--- src/shared/pwpm_defines.vh ---
// Constants for the pulse width / period meter: register offsets,
// field positions, reset values and timebase divider counts.
// Included by bare name from the meter design file, the checker and the bench.
`ifndef PWPM_DEFINES_VH
`define PWPM_DEFINES_VH

// Register offsets (byte addresses on the 5-bit register port)
`define PWPM_OFS_CONFIG 5'h00
`define PWPM_OFS_COMMAND 5'h04
`define PWPM_OFS_STATUS 5'h08
`define PWPM_OFS_COUNT 5'h0C
`define PWPM_OFS_HANDLE 5'h10

// Configuration fields
`define PWPM_CFG_MSEL_LSB 0
`define PWPM_CFG_MSEL_MSB 1
`define PWPM_CFG_TBSEL_BIT 2
`define PWPM_CFG_RATE_LSB 3
`define PWPM_CFG_RATE_MSB 5
`define PWPM_CONFIG_RESET 6'h00

// Measurement select codes
`define PWPM_MODE_HIGH_WIDTH 2'h0
`define PWPM_MODE_LOW_WIDTH 2'h1
`define PWPM_MODE_RISING_PERIOD 2'h2
`define PWPM_MODE_FALLING_PERIOD 2'h3

// Command fields
`define PWPM_CMD_ARM_BIT 0
`define PWPM_CMD_HALT_BIT 1
`define PWPM_CMD_FETCH_BIT 2
`define PWPM_CMD_HANDLE_LSB 8
`define PWPM_CMD_HANDLE_MSB 15

// Status fields
`define PWPM_ST_CONFIGURED_BIT 0
`define PWPM_ST_ARMED_BIT 1
`define PWPM_ST_COUNTING_BIT 2
`define PWPM_ST_DONE_BIT 3
`define PWPM_ST_OVERFLOW_BIT 4
`define PWPM_ST_REJECT_BIT 5
`define PWPM_ST_HANDLE_LSB 8
`define PWPM_ST_HANDLE_MSB 15

// Internal timebase: supported rate codes and their divide counts at 125 MHz
`define PWPM_RATE_LAST_VALID 3'h4
`define PWPM_DIV_RATE0 16'h0001
`define PWPM_DIV_RATE1 16'h0008
`define PWPM_DIV_RATE2 16'h007D
`define PWPM_DIV_RATE3 16'h04E2
`define PWPM_DIV_RATE4_DEFAULT 16'h30D4

`define PWPM_HANDLE_RESET 8'h00
`define PWPM_COUNT_RESET 32'h00000000

`endif

--- src/hdl/pwpm_edge_sync.v ---
// Two-flop synchroniser with rising and falling edge pulses.
// Assumes an asynchronous pin input and the block clock mclk.
`timescale 1ns/10ps

module pwpm_edge_sync
(
    // Clock and reset
    input wire mclk,
    input wire rst_n,
    // Pin side
    input wire pin_in,
    // Synchronised side
    output wire level_out,
    output wire rise_pulse,
    output wire fall_pulse
);

reg meta_reg;
reg sync_reg;
reg prev_reg;

// The first stage feeds only the second; edges are taken from later stages
always @(posedge mclk or negedge rst_n)
begin
    if (!rst_n)
    begin
        meta_reg <= 1'b0;
        sync_reg <= 1'b0;
        prev_reg <= 1'b0;
    end
    else
    begin
        meta_reg <= pin_in;
        sync_reg <= meta_reg;
        prev_reg <= sync_reg;
    end
end

assign level_out = sync_reg;
assign rise_pulse = sync_reg & ~prev_reg;
assign fall_pulse = ~sync_reg & prev_reg;

endmodule // pwpm_edge_sync

--- src/hdl/pwpm_meter.v ---
// Pulse width and period meter: counts timebase ticks between a start
// edge and an end edge of the measured gate input.
// Assumes one 125 MHz clock, asynchronous pins, and a register master that
// issues one-cycle read or write strobes and takes read data a cycle later.
`timescale 1ns/10ps
`include "pwpm_defines.vh"

module pwpm_meter
#(
    // Divide count of the slowest internal rate; shorten for simulation
    parameter [15:0] RATE4_DIV = `PWPM_DIV_RATE4_DEFAULT
)
(
    // Clock and reset
    input wire mclk,
    input wire rst_n,
    // Measured signal and external timebase pins
    input wire gate_in,
    input wire source_in,
    // Register port
    input wire [4:0] reg_addr,
    input wire [31:0] reg_wdata,
    input wire reg_wr,
    input wire reg_rd,
    output reg [31:0] reg_rdata,
    // Status pins
    output reg meas_done,
    output reg count_overflow
);

localparam [2:0] ST_FREE = 3'h0;
localparam [2:0] ST_READY = 3'h1;
localparam [2:0] ST_WAIT_START = 3'h2;
localparam [2:0] ST_COUNTING = 3'h3;
localparam [2:0] ST_DONE = 3'h4;

////////////////////////////////////////////////////////////////////////////////
// Pin synchronisers

wire gate_rise;
wire gate_fall;
wire source_rise;

pwpm_edge_sync u_gate_sync
(
    .mclk(mclk),
    .rst_n(rst_n),
    .pin_in(gate_in),
    .level_out(),
    .rise_pulse(gate_rise),
    .fall_pulse(gate_fall)
);

pwpm_edge_sync u_source_sync
(
    .mclk(mclk),
    .rst_n(rst_n),
    .pin_in(source_in),
    .level_out(),
    .rise_pulse(source_rise),
    .fall_pulse()
);

////////////////////////////////////////////////////////////////////////////////
// Registers

reg [2:0] state_reg;
reg [2:0] state_next;
reg [1:0] measurement_select_reg;
reg timebase_select_reg;
reg [2:0] rate_reg;
reg [7:0] counter_handle_reg;
reg [7:0] handle_seed_reg;
reg [31:0] count_reg;
reg [31:0] result_reg;
reg reject_reg;
reg [15:0] div_cnt_reg;
reg [15:0] div_limit;
reg tick;
reg start_edge;
reg end_edge;

wire wr_config = reg_wr && (reg_addr == `PWPM_OFS_CONFIG);
wire wr_command = reg_wr && (reg_addr == `PWPM_OFS_COMMAND);
wire [2:0] new_rate = reg_wdata[`PWPM_CFG_RATE_MSB:`PWPM_CFG_RATE_LSB];
wire new_ext = reg_wdata[`PWPM_CFG_TBSEL_BIT];
// A rate code outside the supported set is refused when internal is chosen
wire rate_ok = new_ext || (new_rate <= `PWPM_RATE_LAST_VALID);
// Reconfiguring is only allowed on a free counter; halt releases it first
wire config_accept = wr_config && (state_reg == ST_FREE) && rate_ok;
wire handle_match = (reg_wdata[`PWPM_CMD_HANDLE_MSB:`PWPM_CMD_HANDLE_LSB] == counter_handle_reg)
    && (state_reg != ST_FREE);
wire cmd_arm = wr_command && handle_match && reg_wdata[`PWPM_CMD_ARM_BIT];
wire cmd_halt = wr_command && handle_match && reg_wdata[`PWPM_CMD_HALT_BIT];
wire cmd_fetch = wr_command && handle_match && reg_wdata[`PWPM_CMD_FETCH_BIT];
wire counting = (state_reg == ST_COUNTING);
wire wrap = counting && tick && (count_reg == 32'hFFFFFFFF);

////////////////////////////////////////////////////////////////////////////////
// Timebase selection

always @*
begin
    case (rate_reg)
        3'h0: div_limit = `PWPM_DIV_RATE0;
        3'h1: div_limit = `PWPM_DIV_RATE1;
        3'h2: div_limit = `PWPM_DIV_RATE2;
        3'h3: div_limit = `PWPM_DIV_RATE3;
        default: div_limit = RATE4_DIV;
    endcase
end

// The divider runs only while counting so each interval starts phase-aligned
always @(posedge mclk or negedge rst_n)
begin
    if (!rst_n)
        div_cnt_reg <= 16'h0000;
    else if (!counting || (div_cnt_reg >= div_limit - 16'h0001))
        div_cnt_reg <= 16'h0000;
    else
        div_cnt_reg <= div_cnt_reg + 16'h0001;
end

always @*
begin
    if (timebase_select_reg)
        tick = source_rise;
    else
        tick = counting && (div_cnt_reg >= div_limit - 16'h0001);
end

////////////////////////////////////////////////////////////////////////////////
// Start and end events per measurement mode

always @*
begin
    case (measurement_select_reg)
        `PWPM_MODE_HIGH_WIDTH:
        begin
            start_edge = gate_rise;
            end_edge = gate_fall;
        end
        `PWPM_MODE_LOW_WIDTH:
        begin
            start_edge = gate_fall;
            end_edge = gate_rise;
        end
        `PWPM_MODE_RISING_PERIOD:
        begin
            start_edge = gate_rise;
            end_edge = gate_rise;
        end
        default:
        begin
            start_edge = gate_fall;
            end_edge = gate_fall;
        end
    endcase
end

////////////////////////////////////////////////////////////////////////////////
// Measurement sequencer

always @*
begin
    state_next = state_reg;
    case (state_reg)
        ST_FREE:
        begin
            if (config_accept)
                state_next = ST_READY;
        end
        ST_READY, ST_DONE:
        begin
            if (cmd_halt)
                state_next = ST_FREE;
            else if (cmd_arm)
                state_next = ST_WAIT_START;
        end
        ST_WAIT_START:
        begin
            if (cmd_halt)
                state_next = ST_FREE;
            else if (start_edge)
                state_next = ST_COUNTING;
        end
        ST_COUNTING:
        begin
            if (cmd_halt)
                state_next = ST_FREE;
            else if (cmd_arm)
                state_next = ST_WAIT_START;
            else if (end_edge)
                state_next = ST_DONE;
        end
        default:
            state_next = ST_FREE;
    endcase
end

always @(posedge mclk or negedge rst_n)
begin
    if (!rst_n)
        state_reg <= ST_FREE;
    else
        state_reg <= state_next;
end

// Configuration and handle allocation
always @(posedge mclk or negedge rst_n)
begin
    if (!rst_n)
    begin
        measurement_select_reg <= `PWPM_MODE_HIGH_WIDTH;
        timebase_select_reg <= 1'b0;
        rate_reg <= 3'h0;
        counter_handle_reg <= `PWPM_HANDLE_RESET;
        handle_seed_reg <= `PWPM_HANDLE_RESET;
        reject_reg <= 1'b0;
    end
    else
    begin
        if (config_accept)
        begin
            measurement_select_reg <= reg_wdata[`PWPM_CFG_MSEL_MSB:`PWPM_CFG_MSEL_LSB];
            timebase_select_reg <= new_ext;
            rate_reg <= new_rate;
            // Skip zero so a released counter never matches a live handle
            if (handle_seed_reg == 8'hFF)
            begin
                counter_handle_reg <= 8'h01;
                handle_seed_reg <= 8'h01;
            end
            else
            begin
                counter_handle_reg <= handle_seed_reg + 8'h01;
                handle_seed_reg <= handle_seed_reg + 8'h01;
            end
        end
        else if (cmd_halt)
            counter_handle_reg <= `PWPM_HANDLE_RESET;
        if (wr_config)
            reject_reg <= !config_accept;
    end
end

// Count, overflow and fetched result
always @(posedge mclk or negedge rst_n)
begin
    if (!rst_n)
    begin
        count_reg <= `PWPM_COUNT_RESET;
        result_reg <= `PWPM_COUNT_RESET;
        count_overflow <= 1'b0;
        meas_done <= 1'b0;
    end
    else
    begin
        if (cmd_arm)
            count_reg <= `PWPM_COUNT_RESET;
        else if (counting && tick)
            count_reg <= count_reg + 32'h00000001;
        // A wrap in the arm cycle still sets the flag: set wins over clear
        count_overflow <= wrap | (count_overflow & ~cmd_arm);
        meas_done <= (state_next == ST_DONE);
        if (cmd_fetch)
            result_reg <= count_reg;
    end
end

////////////////////////////////////////////////////////////////////////////////
// Register read port

always @(posedge mclk or negedge rst_n)
begin
    if (!rst_n)
        reg_rdata <= 32'h00000000;
    else if (reg_rd)
    begin
        case (reg_addr)
            `PWPM_OFS_CONFIG:
                reg_rdata <= {26'h0000000, rate_reg, timebase_select_reg,
                    measurement_select_reg};
            `PWPM_OFS_STATUS:
                reg_rdata <= {16'h0000, counter_handle_reg, 2'h0, reject_reg,
                    count_overflow, (state_reg == ST_DONE), counting,
                    (state_reg == ST_WAIT_START), (state_reg != ST_FREE)};
            `PWPM_OFS_COUNT:
                reg_rdata <= result_reg;
            `PWPM_OFS_HANDLE:
                reg_rdata <= {24'h000000, counter_handle_reg};
            default:
                reg_rdata <= 32'h00000000;
        endcase
    end
    else
        reg_rdata <= 32'h00000000;
end

endmodule // pwpm_meter

--- config.mk ---
export PLATFORM = sky130hd
export DESIGN_NAME = pwpm_meter
export DESIGN_NICKNAME = d
export VERILOG_FILES = /design/src/hdl/pwpm_edge_sync.v /design/src/hdl/pwpm_meter.v
export VERILOG_INCLUDE_DIRS = /design/src /design/src/shared
export SDC_FILE = /design/constraint.sdc
export NUM_CORES = 1
export LEC_CHECK = 0
export ABC_AREA = 1
export BUFFER_PORTS_ARGS = -buffer_cell sky130_fd_sc_hd__buf_2
export CELL_PAD_IN_SITES_DETAIL_PLACEMENT = 1
export CELL_PAD_IN_SITES_GLOBAL_PLACEMENT = 1
export CORE_MARGIN = 8
export CORE_UTILIZATION = 44
export DETAILED_ROUTE_END_ITERATION = 16
export MAX_ROUTING_LAYER = met4
export PLACE_DENSITY_LB_ADDON = 0.1
export REMOVE_ABC_BUFFERS = 1
export SYNTH_ARGS = -nofsm -noshare
export SYNTH_HDL_FRONTEND = slang
export SYNTH_SLANG_ARGS = --single-unit
--- constraint.sdc ---
create_clock -name mclk -period 2.7 [get_ports mclk]
set_clock_uncertainty 0.05 [all_clocks]
set_input_delay 0.135 -clock mclk [delete_from_list [all_inputs] [get_ports mclk]]
set_output_delay 0.135 -clock mclk [all_outputs]
set_load 0.02 [all_outputs]
== Word-level counts from Yosys, hierarchy flattened ==
Cells that the tools add are included.

* $add $sub $neg: 4
* $lt $le $gt $ge: 2
* Equal/unequal tests: 17
* Multiplexer cells: 21
* Bitwise logic cells: 9
* Reduce and logical (&&, ||, !) cells: 26

{| class="wikitable"
|+ Operator list
! kind !! number
|-
| case mux 32 bit (4 select lines) || 1
|-
| two-way mux 32 bit || 3
|-
| case mux 14 bit (4 select lines) || 1
|-
| adder 32 x 1 -> 32 bit, second input constant || 1
|-
| == test 32 bit, second input constant || 1
|-
| two-way mux 3 bit || 8
|-
| two-way mux 8 bit || 3
|-
| adder 16 x 1 -> 16 bit, second input constant || 1
|-
| greater-or-equal comparator 16 bit || 1
|-
| two-way mux 16 bit || 1
|-
| subtractor 16 x 1 -> 16 bit, second input constant || 1
|-
| == test 3 x 2 -> 1 bit, second input constant || 4
|-
| logical AND 1 bit || 12
|-
| case mux 3 bit (4 select lines) || 1
|-
| == test 5 x 4 -> 1 bit, second input constant || 2
|-
| adder 8 x 1 -> 8 bit, second input constant || 1
|-
| == test 8 bit || 1
|-
| == test 8 bit, second input constant || 1
|-
| == test 3 x 1 -> 1 bit, second input constant || 2
|-
| == test 3 bit, second input constant || 2
|-
| logical NOT 3 bit || 2
|-
| OR reduction 2 bit || 3
|-
| == test 5 x 3 -> 1 bit, second input constant || 1
|-
| == test 5 bit, second input constant || 1
|-
| 13 further kinds || 24
|}

* Flip-flop bits (word level): 146
* Input bits: 43
* Output and inout port bits: 34
* Word-level logic and storage cells: 98

== Logic depth before layout (Yosys ltp) ==
Gate-level depths: netlist of the first run.

* Depth after elaboration: 9
* Gate-level depth with buffers: 19
* Mapped depth without buffers: 18

== Modules after synthesis ==
From an unflattened synthesis of the first run, not the netlist that was laid out.

* Cells, all modules: 1051
* Area total of the unflattened synthesis: 8169.1 um2

{| class="wikitable"
|+ By module, submodules not included
! module !! instances !! cells an instance !! area an instance (um2) !! seq. area each (um2)
|-
| pwpm_meter || 1 || 1037 || 7988.9 || 3503.4
|-
| pwpm_edge_sync || 2 || 7 || 90.1 || 75.1
|}

== Worst setup path before layout of the first run ==
Ideal clock, no wire load.

* Path type: reg-to-reg
* Start point: register rate_reg[2]
* End point: register count_reg[10]
* Setup time: 119 ps
* Arrival: 2267 ps
* Setup slack: 264 ps
* Stages on the path, launching flop included: 19
* Buffers on the path: 1
* Cells stage by stage: dfrtp_1 -> clkinv_1 -> nand2_1 -> ha_1 -> inv_1 -> o21a_1 -> ha_1 -> nand2_1 -> inv_1 -> nand2_1 -> nor2_1 -> nor2_1 -> nand2_1 -> nand2_1 -> nand3_1 -> nand2_1 -> buf_4 -> nand3_1 -> nand2_1

* Longest elaborated chain between the ends: 8
* Elaborated cells on any way between the ends: 11
* Those cells by class: add/sub (1); order compare (1); eq/ne (3); mux (2); reduce/logical (4)

{| class="wikitable"
|+ Ends and longest elaborated chain
! item !! RTL line !! RTL
|-
| start: declaration || pwpm_meter.v:71 || <nowiki>reg [2:0] rate_reg;</nowiki>
|-
| start signal: assignment || pwpm_meter.v:227 || <nowiki>rate_reg <= new_rate;</nowiki>
|-
| == test 3 x 2 -> 1 bit (tied with other cells) || pwpm_meter.v:104 || <nowiki>case (rate_reg)</nowiki>
|-
| case mux 14 bit (4 select lines) (*) || pwpm_meter.v:104 ||
|-
| subtractor 16 x 1 -> 16 bit (*) || pwpm_meter.v:129 || <nowiki>tick = counting && (div_cnt_reg >= div_limit - 16'h0001);</nowiki>
|-
| greater-or-equal comparator 16 bit (*) || pwpm_meter.v:129 ||
|-
| logical AND 1 bit (*) || pwpm_meter.v:129 ||
|-
| two-way mux 1 bit (*) || pwpm_meter.v:126 || <nowiki>if (timebase_select_reg)</nowiki>
|-
| logical AND 1 bit (*) || pwpm_meter.v:261 || <nowiki>else if (counting && tick)</nowiki>
|-
| nonzero test 2 bit (no source line) (*) || n/a ||
|-
| end signal: assignment || pwpm_meter.v:252 || <nowiki>count_reg <= `PWPM_COUNT_RESET;</nowiki>
|-
| end signal: assignment || pwpm_meter.v:260 || <nowiki>count_reg <= `PWPM_COUNT_RESET;</nowiki>
|-
| end signal: assignment || pwpm_meter.v:262 || <nowiki>count_reg <= count_reg + 32'h00000001;</nowiki>
|-
| end: declaration || pwpm_meter.v:74 || <nowiki>reg [31:0] count_reg;</nowiki>
|}

Every way passes the cells marked *; elsewhere a longest branch is shown, timed or not.
A chain may end at the register's enable or synchronous reset.

== Final worst setup path of the first run ==
* Start point: register rate_reg[0]
* End point: register count_reg[30]

Same word-level chain as after synthesis.

==> out/metrics.yaml, run 1 <==
r2r-end: "count_reg[30]$_DFFE_PN0P_"
hpwlAfterDp_um: 16600
dieWidth_um: 151
clock-sinks: 146
setup_viol: 0
path_common_cell: "nand2_1"
r2r_setup_slack_ns: 0.21
final_cell_mix: "nand2_1 (298), dfrtp_1 (146), inv_1 (142)"
cts_root_buf: "clkbuf_16"
syn2layout_area_growth_pct: 16.3
clkLatencyLatePin_ns: 0.43
gp_congestion: 0.837
grtUsageMet2_pct: 36.0
period_share_pct: 92.4
post_dp_cell_area_mm2: 0.00854
p_per_area_mw_per_mm2: 532
tritoncts: "yes"
slew_headroom_pct: 64.6
fin_util_pct: 51.9
finalMaxSlewViolations: 0
dr.pass1.iters: 5
cts-htree-levels: 4
routedWlPerCell_um: 16.6
ys_types: 37
start_kind: "flop"
ios: 77
layout_min_cycle_time_ns: 2.49
final-hold-violation-count: 0
drc: 0
whs_ns: 0.0379
grt.overflow.total: 0
drive_above_1_share_pct: 12.5
wirelength_um: 22600
worstMarginPinSlew_ns: 0.531
finalInstanceArea_mm2: 0.00926
grt_pass1_wl_um: 38100
final_nets: 1191
cp_max_fo: 15
power_mw: 4.93
crit_start: "rate_reg[0]$_DFFE_PN0P_"
fmax_mhz: 401
drv_cap: 0
synth_seq_cells: 146
clk_path_buf_depth: 2
synthCells: 1048
path_cells: "inv_1 -> buf_4 -> nand3_1 -> nand2_1 -> xor2_1 -> ha_1 -> nand2_1 -> inv_1 -> nand2_1 -> nand2_1 -> nand2_1 -> nand2_1 -> nand2_2 -> nand3_4 -> nand2_4 -> buf_8 -> nand3_1 -> nand2_1"
worstSetupEndpointType: "flop"
grt_util_all_layers_pct: 21.9
required_ns: 3.01
port_buffers: 58
slowest_delay_ns: 0.42
reg2reg_from: "rate_reg[0]$_DFFE_PN0P_"
grtUsageMet1_pct: 27.2
critical_path_class: "flop to flop"
dr_total_vias: 7073
antenna_cells: 0
syn_avg_cell_area_um2: 7.60
final_common_cell: "nand2_1"
cp.arrival_ns: 2.81
status: "complete, no violations"
p_leak_nw: 4.90
busiest_layer: "met2"
vias_per_cell: 5.18
reg2reg_depth: 18
grt_max_degree: 63
initial_core_util_pct: 44.6
hp-class: "input pin to flop"
crit_slowest_cell: "dfrtp_1"
synth-seq-area-share_pct: 45.9
drt_iter0_drc: 395
cts.clk_slew.worst_paths_ns: 0.06
fp.dieH_um: 151
cp-endpoint: "count_reg[30]$_DFFE_PN0P_"
antenna_found_initial: 0
ir_drop_mv: 0.465
first_global_vias: 7468
rows: 49
postRouteAntennaNets: 0
numCtsBuffers: 17
grt_util_met3_pct: 3.52
yosysWarnings: 0
die-area_mm2: 0.0227
coreArea_mm2: 0.0178
syn_area_mm2: 0.00797
-- report_power, final --
group / internal (mW) / switching (mW)
registers: 2.23 / 0.0281
clock network: 1.42 / 0.921
logic: 0.101 / 0.221
total: 3.76 / 1.17
-- critical path: cells and delay by family (launching register included) --
family / cells / cell delay, ns
fa+ha+maj: 1 / 0.28
simple gates: 12 / 1.05
buf+inv: 4 / 0.43
xor+xnor: 1 / 0.20
flops: 1 / 0.42
-- routing by layer --
| metal | part of all wire (%) | vias to the layer above | wire, um |
|---|---|---|---|
| met2 | 49 | 89 | 11200 |
| li1 | - | 3484 | - |
| met1 | 46 | 3482 | 10400 |
| met3 | 3.2 | 18 | 721 |
| met4 | 1.5 | 0 | 343 |
| met5 | 0 | - | 0 |
-- worst min-delay path by stage --
stage,startpoint,end,slack [ns],cells after the start
4_1_cts,reg_addr[4],reg_rdata[6]$_DFF_PN0_,0.01,3
6_report,reg_addr[4],reg_rdata[6]$_DFF_PN0_,0.04,3
5_1_grt,reg_addr[4],reg_rdata[6]$_DFF_PN0_,0.04,3
3_3_place_gp,rst_n,u_source_sync.meta_reg$_DFF_PN0_,0.06,1
2_1_floorplan,rst_n,count_overflow$_DFF_PN0_,-0.21,0
3_5_place_dp,rst_n,count_reg[2]$_DFFE_PN0P_,0.07,1
-- synth_stat cells --
master | instances | share of area, %
o21ai_1 | 1 | 0.063
inv_1 | 142 | 6.7
a21o_1 | 1 | 0.094
nor2_4 | 2 | 0.28
xnor2_1 | 9 | 0.99
ha_1 | 24 | 3.8
o21ai_0 | 37 | 2.3
o21a_1 | 1 | 0.094
o21ai_2 | 18 | 2.0
nand4_1 | 41 | 3.2
clkbuf_1 | 16 | 0.75
o31ai_1 | 1 | 0.094
o21bai_4 | 1 | 0.24
buf_4 | 4 | 0.38
nor3_1 | 17 | 1.1
nor2_2 | 2 | 0.16
nand2_1 | 300 | 14
nor2_8 | 1 | 0.25
nor2_1 | 116 | 5.5
nor4_1 | 3 | 0.24
buf_6 | 5 | 0.71
inv_2 | 3 | 0.14
conb_1 | 2 | 0.094
o21bai_1 | 1 | 0.094
buf_2 | 7 | 0.44
nand3_2 | 2 | 0.25
clkinv_1 | 2 | 0.094
dfrtp_1 | 146 | 46
xor2_1 | 15 | 1.6
a21oi_1 | 25 | 1.6
nand3b_1 | 1 | 0.094
o22ai_1 | 11 | 0.86
nand3_1 | 86 | 5.4
and3_1 | 1 | 0.079
a21boi_1 | 1 | 0.094
a31oi_1 | 1 | 0.079
nor3b_1 | 2 | 0.19
-- through the flow --
step / worst slack (ns) / TNS (ns) / std cells
after CTS: 0.0122 / 0 / 1365
after global placement: 0.114 / 0 / 1324
final: 0.206 / 0 / 1366
after floorplan: -0.733 / -24.12 / 1018
after detailed placement: 0.0212 / 0 / 1324
after global routing: -0.0152 / -0.0375 / 1366
-- kinds of logic (layout without fill, tap and decap cells) --
kind of cell	count (synthesis)	count (layout)	share of synthesized area (%)
AO/OA/AOI/OAI	99	99	7.59
other	2	4	0.0943
flip-flops	146	146	45.9
buffers and inverters	179	266	9.21
adder cells (fa/ha/maj)	24	24	3.77
XOR/XNOR	24	24	2.64
AND/OR/NAND/NOR	574	574	30.8
-- timing repair --
action	in CTS	in global routing
endpoints found under the setup margin	2	33
hold buffers	9	0
buffers inserted	0	1
gates resized for setup	1	10
hold endpoints to repair	58	0
-- cell type report --
cell class,count,area [um2]
fill,2269,8580
inverter,147,552
sequential,146,3650
tap,229,287
clock inverter,10,108
multi-input combinational,725,3610
timing repair buffer,87,577
clock buffer,22,474
(Power assumes the default switching activity.)
==> inputs of run 2 (changes only) <==
Settings changed: ABC_AREA 1 to not set, CORE_UTILIZATION 44 to 47.
==> run 2 against run 1 <==
Against the previous run:
- the run now ends with negative setup slack left
- highest routed layer unchanged
- area after synthesis decreased by 9.5%
- register-to-register slack worse by 0.70 ns
- worst hold slack worse by 0.012 ns
- global-route usage up 1.2 points
- sequential share of layout area decreased by 1.2 points
- power rose by 8.4%
- non-clock buffer count increased by 35
- cell count down 27%
- largest power group is now registers
- largest cell class is now multi-input combinational cells
- combinational power grew to 2.5 times the previous value
- routed wire length increased by 7.2%
- core utilization increased by 11 points
==> out/metrics.yaml, run 2 <==
slew_headroom_pct: 43.9
synthMuxAreaShare_pct: 7.22
drt_iter0_drc: 361
cp_max_fo: 7
drive_above_1_share_pct: 36.1
grt_max_degree: 71
clk_path_buf_depth: 2
ir_drop_mv: 0.503
setup_ws_ns: -0.498
syn_avg_cell_area_um2: 10.5
final-hold-violation-count: 0
path_common_cell: "nand2_1"
coreArea_mm2: 0.0151
grt_pass1_wl_um: 34700
path_cells: "nor2_4 -> inv_2 -> ha_4 -> buf_4 -> a211oi_1 -> ha_1 -> nand2_1 -> o21ai_2 -> nand2_1 -> and4_4 -> buf_12 -> buf_16 -> o31ai_1 -> a21oi_2"
numCtsBuffers: 17
period_share_pct: 118
reg2reg_depth: 14
fmax_mhz: 313
combPwrFrac_pct: 15.1
syn_area_mm2: 0.00721
tritoncts: "yes"
worstMarginPinSlew_ns: 0.842
synth_top_cells_by_area: "dfrtp_1 (51%), mux2_2 (5.0%), ha_1 (4.2%), a21oi_1 (3.6%), o31ai_1 (2.8%)"
final_cell_mix: "dfrtp_1 (145), buf_2 (57), nand2_1 (44)"
power.share.sequential_pct: 42.8
final_nets: 861
antenna_found_initial: 0
syn2layout_area_growth_pct: 32.4
fillers: 1563
violations: "negative setup slack"
cts_root_buf: "clkbuf_16"
hpwlAfterDp_um: 13700
synth-edff-count: 0
final_common_cell: "dfrtp_1"
synth_top_family_by_area: "simple AND/OR/NAND/NOR gates"
ys.flop_type: "dfrtp_1"
fin_cells: 994
cts-htree-levels: 4
finalMaxSlewViolations: 0
clkLatencyLatePin_ns: 0.43
synthCells: 689
dr.pass1.iters: 5
gp_congestion: 0.836
slowest_delay_ns: 0.46
p_sw_share_pct: 27.2
synthTopCellsByCount: "dfrtp_1 (146), a21oi_1 (52), nor2_1 (47)"
min_path_cells: 2
ys_types: 55
start_kind: "flop"
worstSetupEndpointType: "flop"
synth-xor-area-share_pct: 3.76
drc: 0
clock-sinks: 146
grt_util_all_layers_pct: 23.1
cts.clk_slew.worst_paths_ns: 0.06
p_int_mw: 3.89
drv_cap: 0
dr_total_vias: 6019
pre_cts_slack_ns: -0.464
hp-class: "input pin to flop"
critical_path_class: "flop to flop"
synth_area_leader_cell: "dfrtp_1"
synth_adder_area_share_pct: 4.30
grt.overflow.total: 0
fp.dieH_um: 140
status: "finished with violations"
synth-seq-area-share_pct: 50.7
synth_compound_area_share_pct: 10.7
cp.arrival_ns: 3.44
dp.cells: 933
yosysWarnings: 0
antenna_cells: 0
p_clk_share_pct: 42.1
ios: 77
rows: 45
layout_min_cycle_time_ns: 3.20
postSynth.asyncResetShare_pct: 100
r2r_setup_slack_ns: -0.50
power_mw: 5.34
p_sw_mw: 1.46
die-area_mm2: 0.0196
first_global_vias: 6456
p_leak_nw: 4.25
p_per_area_mw_per_mm2: 560
yosysMostFrequentCell: "dfrtp_1"
crit_slowest_cell: "o31ai_1"
rsz0062_at_grt: "true"
dieWidth_um: 140
required_ns: 2.95
vias_per_cell: 6.06
synth_top_area_share_pct: 50.7
wirelength_um: 24300
initial_core_util_pct: 47.8
synth_seq_cells: 146
port_buffers: 58
routedWlPerCell_um: 24.4
postRouteAntennaNets: 0
setup_viol: 49
yosys.area_share.simple_pct: 19.9
==> run 2: cell types whose count changed after synthesis, sizes merged, moves of 26 or more <==
| cell | before | now |
|---|---|---|
| nand2 | 300 | 47 |
| inv | 145 | 15 |
| nor2 | 121 | 47 |
| nand3 | 88 | 39 |
| o21ai | 56 | 22 |
| mux2 | 0 | 32 |
| a21oi | 25 | 52 |
| and2 | 0 | 27 |
| o31ai | 1 | 27 |
==> run 2: layout make-up <==
| type | instances | area (um2) | share of cell area [%] |
|---|---|---|---|
| clock buffers | 19 | 443 | 4.64 |
| flip-flops and latches | 146 | 3650 | 38.3 |
| repair buffers | 122 | 1030 | 10.7 |
| multi-input cells | 492 | 4020 | 42.1 |
| inverters | 15 | 56.3 | 0.590 |
| well taps | 188 | 235 | 2.46 |
| clock inverters | 12 | 109 | 1.14 |
==> run 2: critical path: cells and delay by family, from the launching register on <==
family	cells	cell delay [ns]
buf+inv	4	0.53
fa+ha+maj	2	0.36
compound gates	4	1.08
flops	1	0.44
simple gates	4	0.61
==> run 2: cells by family (layout without fill, tap and decap cells) <==
family,count (synthesis),in the layout
flip-flops,146,146
AND/OR/NAND/NOR,259,259
adder cells (fa/ha/maj),25,25
other,2,4
XOR/XNOR,31,31
buffers and inverters,53,168
multiplexers,48,48
AO/OA/AOI/OAI,125,125
==> run 2: path summary, 6_finish.rpt <==
kind | from | to
worst max-delay path | rate_reg[0]$_DFFE_PN0P_ | count_reg[14]$_DFFE_PN0P_
worst min-delay path | reg_rd | reg_rdata[1]$_DFF_PN0_
worst max register to register | rate_reg[0]$_DFFE_PN0P_ | count_reg[14]$_DFFE_PN0P_
worst min register to register | u_gate_sync.meta_reg$_DFF_PN0_ | u_gate_sync.level_out$_DFF_PN0_
max in group asynchronous | rst_n | u_source_sync.prev_reg$_DFF_PN0_
min in group asynchronous | rst_n | div_cnt_reg[7]$_DFF_PN0_
==> run 2: metrics by stage <==
stage	setup TNS (ns)	util (%)	hold slack, ns	area (um2)
6_report	-17.94	63.3	0.0257	9550
5_1_grt	-23.61	63.3	0.0257	9550
4_1_cts	-9.82	59.0	0.00998	8900
3_5_place_dp	-18.94	52.0	0.145	7850
3_3_place_gp	-8.58	52.0	0.136	7850
2_1_floorplan	-29.04	-	-0.211	7030
==> run 2: layer usage <==
layer	vias to the layer above	global-route usage, %	wire length [um]
li1	2696	-	-
met1	3083	26.5	9860
met2	177	39.1	12600
met3	63	4.92	986
met4	0	8.74	791
met5	-	-	0
==> run 2: power groups by stage <==
stage          combinational (mW)  clock [mW]  sequential (mW)
2_1_floorplan               0.212           0             2.31
3_3_place_gp                0.438           0             2.31
3_5_place_dp                0.463           0             2.32
4_1_cts                     0.637        2.27             2.28
5_1_grt                     0.862        2.35             2.29
6_report                    0.808        2.25             2.28
==> run 2: timing repair <==
item / in CTS / in global routing
setup buffers: 9 / 5
hold buffers: 9 / 0
cloned: 5 / 3
resized for setup: 55 / 122
hold endpoints to repair: 75 / 0
pin swaps: 24 / 54
endpoints found under the setup margin: 49 / 49
==> inputs of run 3 (changes only) <==
Settings changed: CORE_ASPECT_RATIO set to 2, TNS_END_PERCENT set to 50.
==> run 3 against run 2 <==
Against the previous run:
- the run still ends with negative setup slack left
- routed wire length fell by 14%
- clock power rose by 3%
- worst hold slack better by 0.012 ns
- sequential cell count unchanged
- highest routed layer unchanged
==> out/metrics.yaml, run 3 (synthesis results as in run 2) <==
antenna_cells: 0
cts-htree-levels: 4
seq_area_mm2: 0.00365
hold_path.startpoint: "reg_addr[0]"
wirelength_um: 20800
hpwlAfterDp_um: 12500
p_per_area_mw_per_mm2: 571
min_to: "reg_rdata[6]$_DFF_PN0_"
rsz0062_at_grt: "true"
grt_max_degree: 71
die-area_mm2: 0.0198
drv_cap: 0
whs_ns: 0.0379
fillers: 1599
initial_core_util_pct: 47.7
final_cell_mix: "dfrtp_1 (146), buf_2 (57), nand2_1 (44)"
clock-sinks: 146
numCtsBuffers: 17
final-hold-violation-count: 0
final_common_cell: "dfrtp_1"
period_share_pct: 111
syn2layout_area_growth_pct: 27.7
cp_max_fo: 7
reg2reg_depth: 13
fin_setup_tns_ns: -10.30
cts_root_buf: "clkbuf_16"
fin_cells: 998
clkLatencyLatePin_ns: 0.42
setup_viol: 48
cts.clk_slew.worst_paths_ns: 0.06
reg2reg_from: "rate_reg[2]$_DFFE_PN0P_"
dr.pass1.iters: 4
start_kind: "flop"
vias_per_cell: 5.86
ir_drop_mv: 0.394
grt.overflow.total: 0
setup_ws_ns: -0.310
coreArea_mm2: 0.0151
antenna_found_initial: 0
critical_path_class: "flop to flop"
worstSetupEndpointType: "flop"
r2r-end: "count_reg[29]$_DFFE_PN0P_"
violations: "negative setup slack"
r2r_setup_slack_ns: -0.31
routedWlPerCell_um: 20.8
rows: 64
ios: 77
dr_total_vias: 5849
drc: 0
finalMaxSlewViolations: 0
dieWidth_um: 104
cp.arrival_ns: 3.29
fmax_mhz: 332
hp-class: "input pin to flop"
required_ns: 2.98
dp.cells: 941
gp_congestion: 0.819
tritoncts: "yes"
worstMarginPinSlew_ns: 0.737
postRouteAntennaNets: 0
grt_pass1_wl_um: 31400
drt_iter0_drc: 223
multi_input_area_mm2: 0.00375
layout_min_cycle_time_ns: 3.01
port_buffers: 58
clk_path_buf_depth: 2
min_path_cells: 4
fp.dieH_um: 191
fin_util_pct: 60.9
power_mw: 5.26
p_leak_nw: 4.14
slew_headroom_pct: 50.2
grt_util_all_layers_pct: 20.1
first_global_vias: 6127
drive_above_1_share_pct: 32.6
final_nets: 854
status: "finished with violations"
[run 3: cell count changes in the layout (fill, tap and decap cells not counted), sizes merged]
cell         before  now
buf             111  101
clkbuf           21   23
dlygate4sd3       9   10
clkinv            7    5
bufinv            1    2
clkinvlp          2    4
[run 3: report_power, final]
| part | switching [mW] | internal, mW | total (mW) |
|---|---|---|---|
| registers | 0.0504 | 2.23 | 2.28 |
| clock network | 0.947 | 1.36 | 2.31 |
| logic | 0.363 | 0.312 | 0.675 |
[run 3: metal layers]
| metal | vias up | track usage [%] | share of wire [%] |
|---|---|---|---|
| li1 | 2683 | - | - |
| met1 | 2978 | 24.0 | 42 |
| met2 | 143 | 33.4 | 51 |
| met3 | 45 | 3.17 | 3.7 |
| met4 | 0 | 7.91 | 2.6 |
| met5 | - | - | 0 |
[run 3: per-stage QoR]
step	setup WS, ns	instance area, um2
2_1_floorplan	-1.08	7030
3_3_place_gp	-0.347	7860
3_5_place_dp	-0.403	7860
4_1_cts	-0.227	8810
5_1_grt	-0.426	9210
6_report	-0.310	9210
[run 3: how the worst max path moves through the flow]
stage / start / to / slack (ns)
final: rate_reg[2]$_DFFE_PN0P_ / count_reg[29]$_DFFE_PN0P_ / -0.31
after global routing: rate_reg[2]$_DFFE_PN0P_ / count_reg[29]$_DFFE_PN0P_ / -0.43
after CTS: rate_reg[0]$_DFFE_PN0P_ / div_cnt_reg[13]$_DFF_PN0_ / -0.23
after detailed placement: rate_reg[2]$_DFFE_PN0P_ / count_reg[4]$_DFFE_PN0P_ / -0.40
after global placement: rate_reg[2]$_DFFE_PN0P_ / count_reg[15]$_DFFE_PN0P_ / -0.35
after floorplan: counter_handle_reg[2]$_DFFE_PN0P_ / state_reg[1]$_DFF_PN0_ / -1.08
[run 3: area by class of cell]
type                    count  share of cell area (%)
clock buffers              19                    4.70
clock inverters            13                    1.48
well taps                 198                    2.69
flip-flops and latches    146                    39.7
multi-input cells         492                    40.8
repair buffers            115                    10.1
inverters                  15                   0.611
[run 3: what timing repair did]
item                       CTS  global route
setup buffers                5             4
gates resized for setup     53            65
pin swaps                   41            50
cloned                       2             6
hold buffers                10             0
hold endpoints to repair    79             0
setup endpoints to repair   48            48
[run 3: critical path: stages (launching register included)]
cell       delay (ns)
dfrtp_1          0.42
nor2_2           0.16
inv_2            0.07
ha_4             0.17
maj3_2           0.30
nor2_2           0.12
ha_2             0.18
a21oi_2          0.05
o21ai_1          0.15
nand2_1          0.11
and4_4           0.26
clkbuf_16        0.18
or4_1            0.50
a21oi_1          0.18
